<file path="config.mk">
export PLATFORM = sky130hd
export DESIGN_NAME = tif_irq_top
export DESIGN_NICKNAME = d
export VERILOG_FILES = /design/src/pkg/tif_pkg.sv /design/src/tif_rst_sync.sv /design/src/tif_flag_cell.sv /design/src/tif_irq_top.sv
export SDC_FILE = /design/constraint.sdc
export NUM_CORES = 1
export LEC_CHECK = 0
export ABC_AREA = 1
export BUFFER_PORTS_ARGS = -buffer_cell sky130_fd_sc_hd__buf_2
export CAP_MARGIN = 20
export CORE_UTILIZATION = 50
export CTS_CLUSTER_DIAMETER = 80
export DETAILED_ROUTE_END_ITERATION = 16
export PLACE_DENSITY_LB_ADDON = 0.12
export SLEW_MARGIN = 20
export SYNTH_ARGS = -nofsm -noshare
export SYNTH_HDL_FRONTEND = slang
export SYNTH_HIERARCHICAL = 1
export SYNTH_SLANG_ARGS = --single-unit
</file>
<file path="constraint.sdc">
create_clock -name clk_in -period 3.52 [get_ports clk_in]
set_clock_uncertainty 0.15 [all_clocks]
set_input_delay 0.352 -clock clk_in [delete_from_list [all_inputs] [get_ports clk_in]]
set_output_delay 0.352 -clock clk_in [all_outputs]
set_load 0.02 [all_outputs]
</file>
<file path="src/pkg/tif_pkg.sv">
package tif_pkg;

  // ---------------------------------------------------------------
  // Register map
  // ---------------------------------------------------------------
  localparam int ADDR_W = 8;
  localparam logic [7:0] OFF_EN_CLR = 8'h24;
  localparam logic [7:0] OFF_EN_SET = 8'h28;
  localparam logic [7:0] OFF_FLAGS = 8'h2c;
  localparam logic [31:0] RESET_VAL = 32'h0000_0000;
  // Implemented bits; everything else is reserved and reads zero
  localparam logic [31:0] IMPL_MASK = 32'h000f_f80f;

  // ---------------------------------------------------------------
  // Bit positions, shared by enable bank and flags
  // ---------------------------------------------------------------
  localparam int NUM_CH = 4;
  localparam int CH_LSB = 16;
  localparam int BIT_UFAULT1 = 15;
  localparam int BIT_UFAULT0 = 14;
  localparam int BIT_RFAULT_B = 13;
  localparam int BIT_RFAULT_A = 12;
  localparam int BIT_DEBUG = 11;
  localparam int BIT_CAP_ERR = 3;
  localparam int BIT_COUNTER = 2;
  localparam int BIT_RESTART = 1;
  localparam int BIT_WRAP = 0;

endpackage : tif_pkg

</file>
<file path="src/tif_rst_sync.sv">
module tif_rst_sync
  import tif_pkg::*;
(
  // Clock and raw reset
  input wire logic clk_in,
  input wire logic rst_n_in,
  // Synchronised reset
  output logic rst_n_out
);

  typedef struct packed {
    logic meta;
    logic sync;
  } tif_rs_st_t;

  tif_rs_st_t st_q;
  tif_rs_st_t st_d;

  // ---------------------------------------------------------------
  // Two-stage release; assertion stays asynchronous
  // ---------------------------------------------------------------
  always_comb
  begin
    st_d.meta = 1'b1;
    st_d.sync = st_q.meta;
  end

  always_ff @(posedge clk_in or negedge rst_n_in)
  begin
    if (!rst_n_in)
      st_q <= '0;
    else
      st_q <= st_d;
  end

  assign rst_n_out = st_q.sync;

endmodule : tif_rst_sync

</file>
<file path="src/tif_flag_cell.sv">
module tif_flag_cell
  import tif_pkg::*;
(
  // Clock and reset
  input wire logic clk_in,
  input wire logic rst_n_in,
  // Event timing and control
  input wire logic cond_in,
  input wire logic tick_in,
  input wire logic clr_in,
  // Flag state
  output logic set_out,
  output logic flag_out
);

  typedef struct packed {
    logic pend;
    logic flag;
  } tif_fc_st_t;

  tif_fc_st_t st_q;
  tif_fc_st_t st_d;

  // ---------------------------------------------------------------
  // Condition waits for the next counter clock tick
  // ---------------------------------------------------------------
  always_comb
  begin
    set_out = st_q.pend & tick_in;
    // A condition seen with a tick is held for the following tick
    st_d.pend = cond_in | (st_q.pend & ~tick_in);
    // Set beats clear so that no event is dropped
    st_d.flag = set_out | (st_q.flag & ~clr_in); // RULE_18
  end

  always_ff @(posedge clk_in or negedge rst_n_in)
  begin
    if (!rst_n_in)
      st_q <= '0;
    else
      st_q <= st_d;
  end

  assign flag_out = st_q.flag;

  a_flag_delay: assert property (@(posedge clk_in) disable iff (!rst_n_in)
    (cond_in && !tick_in) |=> !st_q.flag || $past(st_q.flag)) // RULE_08
    else $error("flag set without a counter tick");

  a_flag_tick: assert property (@(posedge clk_in) disable iff (!rst_n_in)
    (st_q.pend && tick_in) |=>
      st_q.flag && (st_q.pend == $past(cond_in))) // RULE_15
    else $error("flag not set on the counter tick");

endmodule : tif_flag_cell

</file>
<file path="src/tif_irq_top.sv">
// Operation
// RULE_01 - Set-view one bits enable channel interrupts
// RULE_02 - Set and clear views share one bank
// RULE_03 - Clear-view bit 0 one disables wrap
// RULE_04 - Set-view bits 15..11 enable fault interrupts
// RULE_05 - Set-view bits 3..0 enable low events
// RULE_06 - Reserved bits always read zero
// RULE_07 - Software writes reserved bits as zero
// RULE_08 - Channel flag sets one tick after event
// RULE_09 - Capture-mode value read clears channel flag
// RULE_10 - Writing one clears channel flag
// RULE_11 - Unrecoverable fault flags: tick delay, W1C
// RULE_12 - Recoverable fault flags set one tick later
// RULE_13 - Writing one clears recoverable fault flag
// RULE_14 - Capture onto set channel flag raises error
// RULE_15 - Wrap, counter, restart flags: tick, W1C
// RULE_16 - Debug fault flag: tick delay, W1C
// RULE_17 - Interrupt high while enabled flag set
// RULE_18 - Hardware set beats software clear
module tif_irq_top
  import tif_pkg::*;
#(
  parameter int CH_COUNT = NUM_CH
)
(
  // Clock and reset
  input wire logic clk_in,
  input wire logic rst_n_in,
  // Register port
  input wire logic [ADDR_W-1:0] addr_in,
  input wire logic [31:0] wdata_in,
  input wire logic wr_in,
  input wire logic rd_in,
  output logic [31:0] rdata_out,
  // Counter clock timing
  input wire logic cnt_tick_in,
  // Channel events
  input wire logic [CH_COUNT-1:0] match_in,
  input wire logic [CH_COUNT-1:0] capture_in,
  input wire logic [CH_COUNT-1:0] capture_mode_in,
  input wire logic [CH_COUNT-1:0] value_read_in,
  // Fault events
  input wire logic ufault1_in,
  input wire logic ufault0_in,
  input wire logic rfault_b_in,
  input wire logic rfault_a_in,
  input wire logic debug_fault_in,
  // Counter events
  input wire logic counter_event_in,
  input wire logic restart_event_in,
  input wire logic wrap_event_in,
  // Interrupt request
  output logic irq_out
);

  // ---------------------------------------------------------------
  // State
  // ---------------------------------------------------------------
  typedef struct packed {
    logic [31:0] en;
    logic [31:0] rdata;
    logic irq;
  } tif_top_st_t;

  tif_top_st_t st_q;
  tif_top_st_t st_d;

  logic rst_n;
  logic [31:0] cond_vec;
  logic [31:0] clr_vec;
  logic [31:0] flag_vec;
  logic [31:0] set_vec;
  logic wr_set;
  logic wr_clr;
  logic wr_flags;

  tif_rst_sync u_rst_sync (
    .clk_in(clk_in),
    .rst_n_in(rst_n_in),
    .rst_n_out(rst_n)
  );

  // ---------------------------------------------------------------
  // Event conditions and clears
  // ---------------------------------------------------------------
  assign wr_set = wr_in && (addr_in == OFF_EN_SET);
  assign wr_clr = wr_in && (addr_in == OFF_EN_CLR);
  assign wr_flags = wr_in && (addr_in == OFF_FLAGS);

  always_comb
  begin
    cond_vec = '0;
    // Match or newly captured value
    cond_vec[CH_LSB +: CH_COUNT] = match_in | capture_in; // RULE_08
    cond_vec[BIT_UFAULT1] = ufault1_in; // RULE_11
    cond_vec[BIT_UFAULT0] = ufault0_in; // RULE_11
    cond_vec[BIT_RFAULT_B] = rfault_b_in; // RULE_12
    cond_vec[BIT_RFAULT_A] = rfault_a_in; // RULE_12
    cond_vec[BIT_DEBUG] = debug_fault_in; // RULE_16
    // A capture has nowhere to go while its flag is still up
    cond_vec[BIT_CAP_ERR] =
      |(capture_in & flag_vec[CH_LSB +: CH_COUNT]); // RULE_14
    cond_vec[BIT_COUNTER] = counter_event_in; // RULE_15
    cond_vec[BIT_RESTART] = restart_event_in; // RULE_15
    cond_vec[BIT_WRAP] = wrap_event_in; // RULE_15
  end

  always_comb
  begin
    clr_vec = '0;
    if (wr_flags)
      clr_vec = wdata_in & IMPL_MASK; // RULE_10 RULE_11 RULE_13 RULE_16
    // Value read in capture mode frees the channel
    clr_vec[CH_LSB +: CH_COUNT] = clr_vec[CH_LSB +: CH_COUNT] |
      (value_read_in & capture_mode_in); // RULE_09
  end

  // ---------------------------------------------------------------
  // One flag cell per implemented bit
  // ---------------------------------------------------------------
  genvar gi;
  generate
    for (gi = 0; gi < 32; gi++)
    begin : g_flag
      if (IMPL_MASK[gi])
      begin : g_cell
        tif_flag_cell u_cell (
          .clk_in(clk_in),
          .rst_n_in(rst_n),
          .cond_in(cond_vec[gi]),
          .tick_in(cnt_tick_in),
          .clr_in(clr_vec[gi]),
          .set_out(set_vec[gi]),
          .flag_out(flag_vec[gi])
        );
      end
      else
      begin : g_rsvd
        // Reserved positions carry no state
        assign set_vec[gi] = 1'b0; // RULE_06
        assign flag_vec[gi] = 1'b0; // RULE_06
      end
    end
  endgenerate

  // ---------------------------------------------------------------
  // Enable bank, read data, interrupt
  // ---------------------------------------------------------------
  always_comb
  begin
    st_d = st_q;
    // Both views act on the same bank
    if (wr_set)
      st_d.en = st_q.en | (wdata_in & IMPL_MASK); // RULE_01 RULE_04 RULE_05
    if (wr_clr)
      st_d.en = st_q.en & ~(wdata_in & IMPL_MASK); // RULE_02 RULE_03
    // Unmapped reads return zero; read data lasts one cycle only
    st_d.rdata = '0;
    if (rd_in)
    begin
      case (addr_in)
        OFF_EN_SET: st_d.rdata = st_q.en & IMPL_MASK; // RULE_02 RULE_06
        OFF_EN_CLR: st_d.rdata = st_q.en & IMPL_MASK; // RULE_02 RULE_06
        OFF_FLAGS: st_d.rdata = flag_vec & IMPL_MASK; // RULE_06
        default: st_d.rdata = '0;
      endcase
    end
    // Registered so the pin never glitches
    st_d.irq = |(flag_vec & st_q.en); // RULE_17
  end

  always_ff @(posedge clk_in or negedge rst_n)
  begin
    if (!rst_n)
    begin
      st_q.en <= RESET_VAL;
      st_q.rdata <= RESET_VAL;
      st_q.irq <= 1'b0;
    end
    else
      st_q <= st_d;
  end

  assign rdata_out = st_q.rdata;
  assign irq_out = st_q.irq;

  // ---------------------------------------------------------------
  // Checks
  // ---------------------------------------------------------------
  a_enset_sets: assert property (@(posedge clk_in) disable iff (!rst_n)
    wr_set |=> st_q.en ==
      ($past(st_q.en) | ($past(wdata_in) & IMPL_MASK))) // RULE_01
    else $error("enable-set write did not merge ones");

  a_shared_bank: assert property (@(posedge clk_in) disable iff (!rst_n)
    (rd_in && (addr_in == OFF_EN_CLR) && !wr_in) |=>
      rdata_out == $past(st_q.en)) // RULE_02
    else $error("clear view does not show the shared bank");

  a_enclr_wrap: assert property (@(posedge clk_in) disable iff (!rst_n)
    (wr_clr && wdata_in[BIT_WRAP]) |=> !st_q.en[BIT_WRAP]) // RULE_03
    else $error("wrap enable not cleared");

  a_fault_enable: assert property (@(posedge clk_in) disable iff (!rst_n)
    (wr_set && (&wdata_in[BIT_UFAULT1:BIT_DEBUG])) |=>
      (&st_q.en[BIT_UFAULT1:BIT_DEBUG])) // RULE_04
    else $error("fault enables not set");

  a_zero_keeps: assert property (@(posedge clk_in) disable iff (!rst_n)
    (wr_set && wdata_in[3:0] == 4'h0) |=>
      st_q.en[3:0] == $past(st_q.en[3:0])) // RULE_05
    else $error("zero write changed an enable");

  a_rsvd_zero: assert property (@(posedge clk_in) disable iff (!rst_n)
    (rdata_out & ~IMPL_MASK) == 32'h0) // RULE_06
    else $error("reserved bits read non-zero");

  a_read_clears: assert property (@(posedge clk_in) disable iff (!rst_n)
    (value_read_in[0] && capture_mode_in[0] && !set_vec[CH_LSB]) |=>
      !flag_vec[CH_LSB]) // RULE_09
    else $error("capture read did not clear flag");

  a_w1c_chan: assert property (@(posedge clk_in) disable iff (!rst_n)
    (wr_flags && wdata_in[CH_LSB] && !set_vec[CH_LSB]) |=>
      !flag_vec[CH_LSB]) // RULE_10
    else $error("write one did not clear channel flag");

  a_irq_level: assert property (@(posedge clk_in) disable iff (!rst_n)
    ##1 irq_out == $past(|(flag_vec & st_q.en))) // RULE_17
    else $error("interrupt does not follow enabled flags");

  a_set_wins: assert property (@(posedge clk_in) disable iff (!rst_n)
    (|set_vec) |=>
      ((flag_vec & $past(set_vec)) == $past(set_vec))) // RULE_18
    else $error("set lost against clear");

endmodule : tif_irq_top

</file>
======== Word level (Yosys, flattened, before mapping) ========
Cells that the tools add are included.
Widths: inputs -> output; s select.
word-level totals
  flip-flop bits (word level) ............. 93
  input bits .............................. 69
  output and inout bits ................... 33
cells by class
  equality and inequality tests ........... 3
  mux-type cells .......................... 5
  bitwise logic cells ..................... 87
  reduce and logical (&&, ||, !) cells .... 7
operators by type and width
  cell                number
  $mux 32             3
  $pmux 20 s2         1
  $and 1x1->1         39
  $and 20x32->32      1
  $and 32x32->32      1
  $not 20->32         1
  $or 32x20->32       1
  $reduce_or 32->1    1
  $or 1x1->1          26
  $eq 8x6->1 const B  3
  $mux 20             1
  $not 1->1           14
  $and 4x4->4         2
  $or 4x4->4          2
  $reduce_or 4->1     1
  $logic_and 1x1->1   3
  $reduce_bool 2->1   1
  $reduce_or 2->1     1

======== Logic depth before layout (Yosys ltp) ========
Gate-level depths: netlist of run 1.
  word-level depth ........................ 7
  depth in mapped cells ................... 9

======== Cells and area by module ========
The synthesis of run 1 kept the hierarchy.
by module, submodules not included
  module         instances  cells an instance  area an instance (um^2)  seq. area each (um^2)
  tif_irq_top    1          258                1913.1                   675.6
  tif_flag_cell  13         11                 83.8                     50.0
  tif_rst_sync   1          3                  53.8                     50.0

======== Worst setup path before layout of run 1 ========
No wires, ideal clock.
  path type ............................... input to register
  start ................................... in addr_in[4]
  end ..................................... reg g_flag[18].g_cell.u_cell.st_q (netlist bit g_flag[18].g_cell.u_cell/flag_out)
  library setup time ...................... 0.117 ns
  arrival ................................. 1.180 ns
  slack ................................... 2.074 ns
  cell stages on the path ................. 9
  path buffers ............................ 1
  cells stage by stage .................... inv_1 nand2_1 nor2_8 nand3_2 buf_6 o21ai_2 inv_1 nand2_1 nand2_1
RTL lines
  item                    line                 RTL
  start: declaration      tif_irq_top.sv:30    input wire logic [ADDR_W-1:0] addr_in,
  end signal: assignment  tif_flag_cell.sv:41  st_q <= st_d;
  end: declaration        tif_flag_cell.sv:21  tif_fc_st_t st_q;

==> impl_metrics.json, run 1 <==
{
  "slew_viol_final": 0,
  "root_buffer": "clkbuf_8",
  "max_freq_mhz": 525,
  "wl_mm": 5.74,
  "dr.pass1.iters": 4,
  "critPathLaunchType": "input pin",
  "cp-end-kind": "flip-flop",
  "path_class": "in -> reg",
  "cts.sinks": 55,
  "track_usage": 0.204,
  "clk_pin_slew_ps": 100,
  "dp_hpwl_mm": 4.08,
  "r2r-end": "g_flag[0].g_cell.u_cell/flag_out$_DFF_PN0_",
  "drtIter0Drc": 151,
  "grt_max_degree": 46,
  "avgSynthCellArea_um2": 7.69,
  "crit_fanout": 45,
  "rrSetupSlack_ps": 2260,
  "ant_nets": 0,
  "required_ps": 3580,
  "drive_above_1_share": 0.196,
  "p_leak_uw": 0.00186,
  "cts_buffers": 5,
  "r2r_start": "u_rst_sync/rst_n_out$_DFF_PN0_",
  "grt_pass1_vias": 2122,
  "min_from": "rfault_b_in",
  "slew_headroom": 0.373,
  "status": "finished, final reports clean",
  "grt_pass1_wl_mm": 9.92,
  "cts_tree": "yes",
  "tightest_slew_ps": 937,
  "num_io_pins": 102,
  "coreArea_um2": 5640,
  "setup_tns_ps": 0,
  "nFillCells": 548,
  "final_net_count": 506,
  "synth_area_um2": 3010,
  "via_per_inst": 4.61,
  "rsz0062_at_grt": "false",
  "worst_hold_path.endpoint": "g_flag[13].g_cell.u_cell/st_q[1]$_DFF_PN0_",
  "htreeDepth": 2,
  "critPathArrivalTime_ps": 1960,
  "setup_viol": 0,
  "fin_crit_sh": 0.541,
  "portBuffers": 63,
  "num_vias": 2350,
  "layout_commonest_cell": "nand2_1",
  "placedCellCount": 501,
  "overflow": 0,
  "clock_latency_ps": 300,
  "die-area_um2": 6330,
  "powerDensity_nw_per_um2": 357,
  "holdCritPathClass": "in -> reg",
  "antennaDiodeCount": 0,
  "drv_cap": 0,
  "finalNonFillerCells": 510,
  "reg2reg_depth": 1,
  "route.detailed.wl_per_inst_um": 11.3,
  "syn2layout_area_growth_pct": 8.19,
  "die_h_um": 79.6,
  "irDropWorstVdd_uv": 195,
  "die_x_um": 79.6,
  "post-route-drc-count": 0,
  "synth_cells": 391,
  "hold_depth": 3,
  "routabilityCongestion": 0.807,
  "min_period_ps": 1900,
  "mostFrequentLayoutCells": "nand2_1, inv_1, buf_2",
  "cts_buffer_depth": 2,
  "initial_utilization": 0.533,
  "ys_warn_count": 6,
  "antenna_found_initial": 0,
  "num_rows": 27,
  "hold_viol_final": 0,
  "fin_hold_ws_ps": 69.6
}
## what timing repair did
action                                 4_1_cts  5_1_grt
endpoints found under the hold margin        2        0
buffers inserted                             0        0
hold buffers                                 1        0
gates resized for setup                      0        0
## power breakdown
group / internal, uW / leakage (uW) / total [uW] / switching [uW]
sequential: 654 / 0.000584 / 679 / 24.7
combinational: 45.4 / 0.00122 / 137 / 91.8
clock: 141 / 0.0000483 / 346 / 206
## per-layer routing
| layer | share of wire | track usage |
|---|---|---|
| met1 | 0.47 | 0.280 |
| met2 | 0.46 | 0.335 |
| met3 | 0.056 | 0.0343 |
| met4 | 0.010 | 0.0491 |
| met5 | 0 | 0 |
## metrics by stage
stage | util | instance area (um2) | total power (uW) | worst slack [ps]
finish | 0.577 | 3250 | 1160 | 1620
global route | 0.577 | 3250 | 1230 | 1390
CTS | 0.577 | 3250 | 1180 | 1590
detailed placement | 0.560 | 3160 | 829 | 1260
global placement | 0.560 | 3160 | 826 | 1250
floorplan | - | 3080 | 790 | 1730
## critical path: stages
cell	delay [ps]
buf_2	110
nor2_1	120
nand2_2	100
nor2_8	430
nand3_2	410
o21ai_0	270
inv_1	60
nand2_1	50
nand2_1	40
## final cells by class
type                    count  area (um2)  share of cell area
flip-flops and latches     55        1380               0.423
multi-input cells         228        1060               0.325
repair buffers             65         333               0.102
inverters                  82         308              0.0946
well taps                  72        90.1              0.0277
clock buffers               5        68.8              0.0211
clock inverters             3        18.8             0.00577
## worst max path at each step
stage,from,endpoint,depth (start not counted)
6_report,addr_in[7],g_flag[16].g_cell.u_cell/flag_out$_DFF_PN0_,9
3_5_place_dp,addr_in[1],g_flag[19].g_cell.u_cell/flag_out$_DFF_PN0_,9
5_1_grt,addr_in[1],g_flag[19].g_cell.u_cell/flag_out$_DFF_PN0_,9
2_1_floorplan,u_rst_sync/rst_n_out$_DFF_PN0_,async pin,0
3_3_place_gp,addr_in[1],g_flag[19].g_cell.u_cell/flag_out$_DFF_PN0_,9
4_1_cts,addr_in[1],g_flag[19].g_cell.u_cell/flag_out$_DFF_PN0_,9
(Power assumes the default switching activity.)
==> inputs of run 2 (changes only) <==
--- a/config.mk
+++ b/config.mk
@@ -8,7 +8,7 @@
 export ABC_AREA = 1
 export BUFFER_PORTS_ARGS = -buffer_cell sky130_fd_sc_hd__buf_2
 export CAP_MARGIN = 20
-export CORE_UTILIZATION = 50
+export CORE_UTILIZATION = 46
 export CTS_CLUSTER_DIAMETER = 80
 export DETAILED_ROUTE_END_ITERATION = 16
 export PLACE_DENSITY_LB_ADDON = 0.12
==> constraint.sdc (replaced) <==
create_clock -name clk_in -period 1.55 [get_ports clk_in]
set_clock_uncertainty 0.15 [all_clocks]
set_input_delay 0.155 -clock clk_in [delete_from_list [all_inputs] [get_ports clk_in]]
set_output_delay 0.155 -clock clk_in [all_outputs]
set_load 0.02 [all_outputs]
==> run 2 against run 1 <==
Compared with the run above: global-route usage shrank 1.9 points; core utilization shrank 1.5 points; clock-buffer cell count grew 1; clock power grew 140%; flip-flop and latch count is the same; sequential power grew 130%; largest power group unchanged; die area grew 8.5%.
==> impl_metrics.json, run 2 (synthesis gave the netlist of run 1 again) <==
{
  "status": "finished, final reports clean",
  "ant_nets": 0,
  "met2WireLength_mm": 2.78,
  "reg2reg_depth": 4,
  "root_buffer": "clkbuf_8",
  "required_ps": 1610,
  "num_vias": 2428,
  "setup_viol": 0,
  "p_leak_uw": 0.00199,
  "powerDensity_nw_per_um2": 772,
  "placedCellCount": 513,
  "nFillCells": 636,
  "max_freq_mhz": 822,
  "setup_ws_ps": 333,
  "netSwitchingPower_uw": 733,
  "fin_crit_sh": 0.785,
  "rsz0062_at_grt": "false",
  "antenna_found_initial": 0,
  "postCtsHoldBufs": 21,
  "cts_buffer_depth": 2,
  "post-route-drc-count": 0,
  "wl_mm": 5.82,
  "cts.sinks": 55,
  "post-route-cell-area_um2": 3550,
  "critPathArrivalTime_ps": 1280,
  "startpoint": "addr_in[1]",
  "portBuffers": 63,
  "drv_cap": 0,
  "holdCritPathClass": "in -> reg",
  "post_cts_buffers": 0,
  "wl_met3_um": 204,
  "final_core_utilization": 0.562,
  "path_class": "in -> reg",
  "met1_length_mm": 2.74,
  "htreeDepth": 2,
  "clk_pin_slew_ps": 100,
  "cp-end-kind": "flip-flop",
  "route.detailed.wl_per_inst_um": 10.7,
  "cts_resized": 0,
  "irDropWorstVdd_uv": 471,
  "initial_utilization": 0.476,
  "grt_max_degree": 54,
  "placed_cell_area_um2": 3240,
  "antennaDiodeCount": 0,
  "dp_hpwl_mm": 4.15,
  "die-area_um2": 6870,
  "power_frac_seq": 0.557,
  "mostFrequentLayoutCells": "nand2_1, inv_1, buf_2",
  "die_h_um": 82.9,
  "grt_pass1_vias": 2224,
  "clock_latency_ps": 310,
  "crit_fanout": 13,
  "coreArea_um2": 6310,
  "dr.pass1.iters": 4,
  "routabilityCongestion": 0.830,
  "drive_above_1_share": 0.200,
  "worstSetupEndpoint": "g_flag[16].g_cell.u_cell/flag_out$_DFF_PN0_",
  "slew_viol_final": 0,
  "track_usage": 0.184,
  "syn2layout_area_growth_pct": 17.9,
  "rrSetupSlack_ps": 390,
  "hold_viol_final": 0,
  "cts_tree": "yes",
  "swShare": 0.268,
  "pre_cts_ws_ps": -5.76,
  "die_x_um": 82.9,
  "r2r-end": "irq_out$_DFF_PN0_",
  "power.share.clock": 0.302,
  "min_period_ps": 1220,
  "overflow": 0,
  "fin_hold_ws_ps": 6.95,
  "critPathLaunchType": "input pin",
  "final_net_count": 533,
  "intPower_uw": 2000,
  "finalNonFillerCells": 542,
  "dr.max_layer_used": "met4",
  "drtIter0Drc": 139,
  "num_rows": 29,
  "cts_buffers": 5,
  "grt_pass1_wl_mm": 10.3,
  "layout_commonest_cell": "nand2_1",
  "via_per_inst": 4.48,
  "num_io_pins": 102,
  "comb_power_share": 0.141
}
-- run 2: cell type report --
type / count / area [um2] / share of cell area
flip-flops and latches: 55 / 1380 / 0.388
clock inverters: 2 / 13.8 / 0.00388
multi-input cells: 228 / 1060 / 0.298
well taps: 77 / 96.3 / 0.0272
repair buffers: 92 / 611 / 0.172
clock buffers: 6 / 82.6 / 0.0233
inverters: 82 / 308 / 0.0868
-- run 2: critical path: stages --
cell and delay (ps):
buf_2 110, nor2_1 140, nand2_2 100, nor2_8 120, nand3_2 240, o21ai_0 250, inv_1 60, nand2_1 50
nand2_1 40
-- run 2: worst min path at each step --
stage	slack, ps	cells after the start	from	end
2_1_floorplan	-290	0	rst_n_in	u_rst_sync/rst_n_out$_DFF_PN0_
3_3_place_gp	-210	1	rst_n_in	u_rst_sync/st_d[0]$_DFF_PN0_
3_5_place_dp	-210	1	rst_n_in	u_rst_sync/st_d[0]$_DFF_PN0_
4_1_cts	3	4	wdata_in[17]	flip-flop
5_1_grt	10	4	wdata_in[14]	flip-flop
6_report	7	4	wdata_in[13]	flip-flop
-- run 2: metal layers --
layer,vias up,GRT usage
met5,-,0
met4,0,0.0533
met3,11,0.0368
met2,52,0.301
met1,1074,0.250
li1,1291,-
-- run 2: power by group through the flow --
stage | logic (uW) | clock network, uW | registers [uW]
global placement | 344 | 0 | 1550
finish | 387 | 825 | 1530
floorplan | 237 | 0 | 1560
detailed placement | 349 | 0 | 1550
CTS | 390 | 869 | 1530
global route | 440 | 924 | 1530
-- run 2: per-stage QoR --
stage	setup TNS (ps)	power (uW)
2_1_floorplan	0	1800
3_3_place_gp	0	1890
3_5_place_dp	-8.32	1900
4_1_cts	0	2780
5_1_grt	0	2900
6_report	0	2740
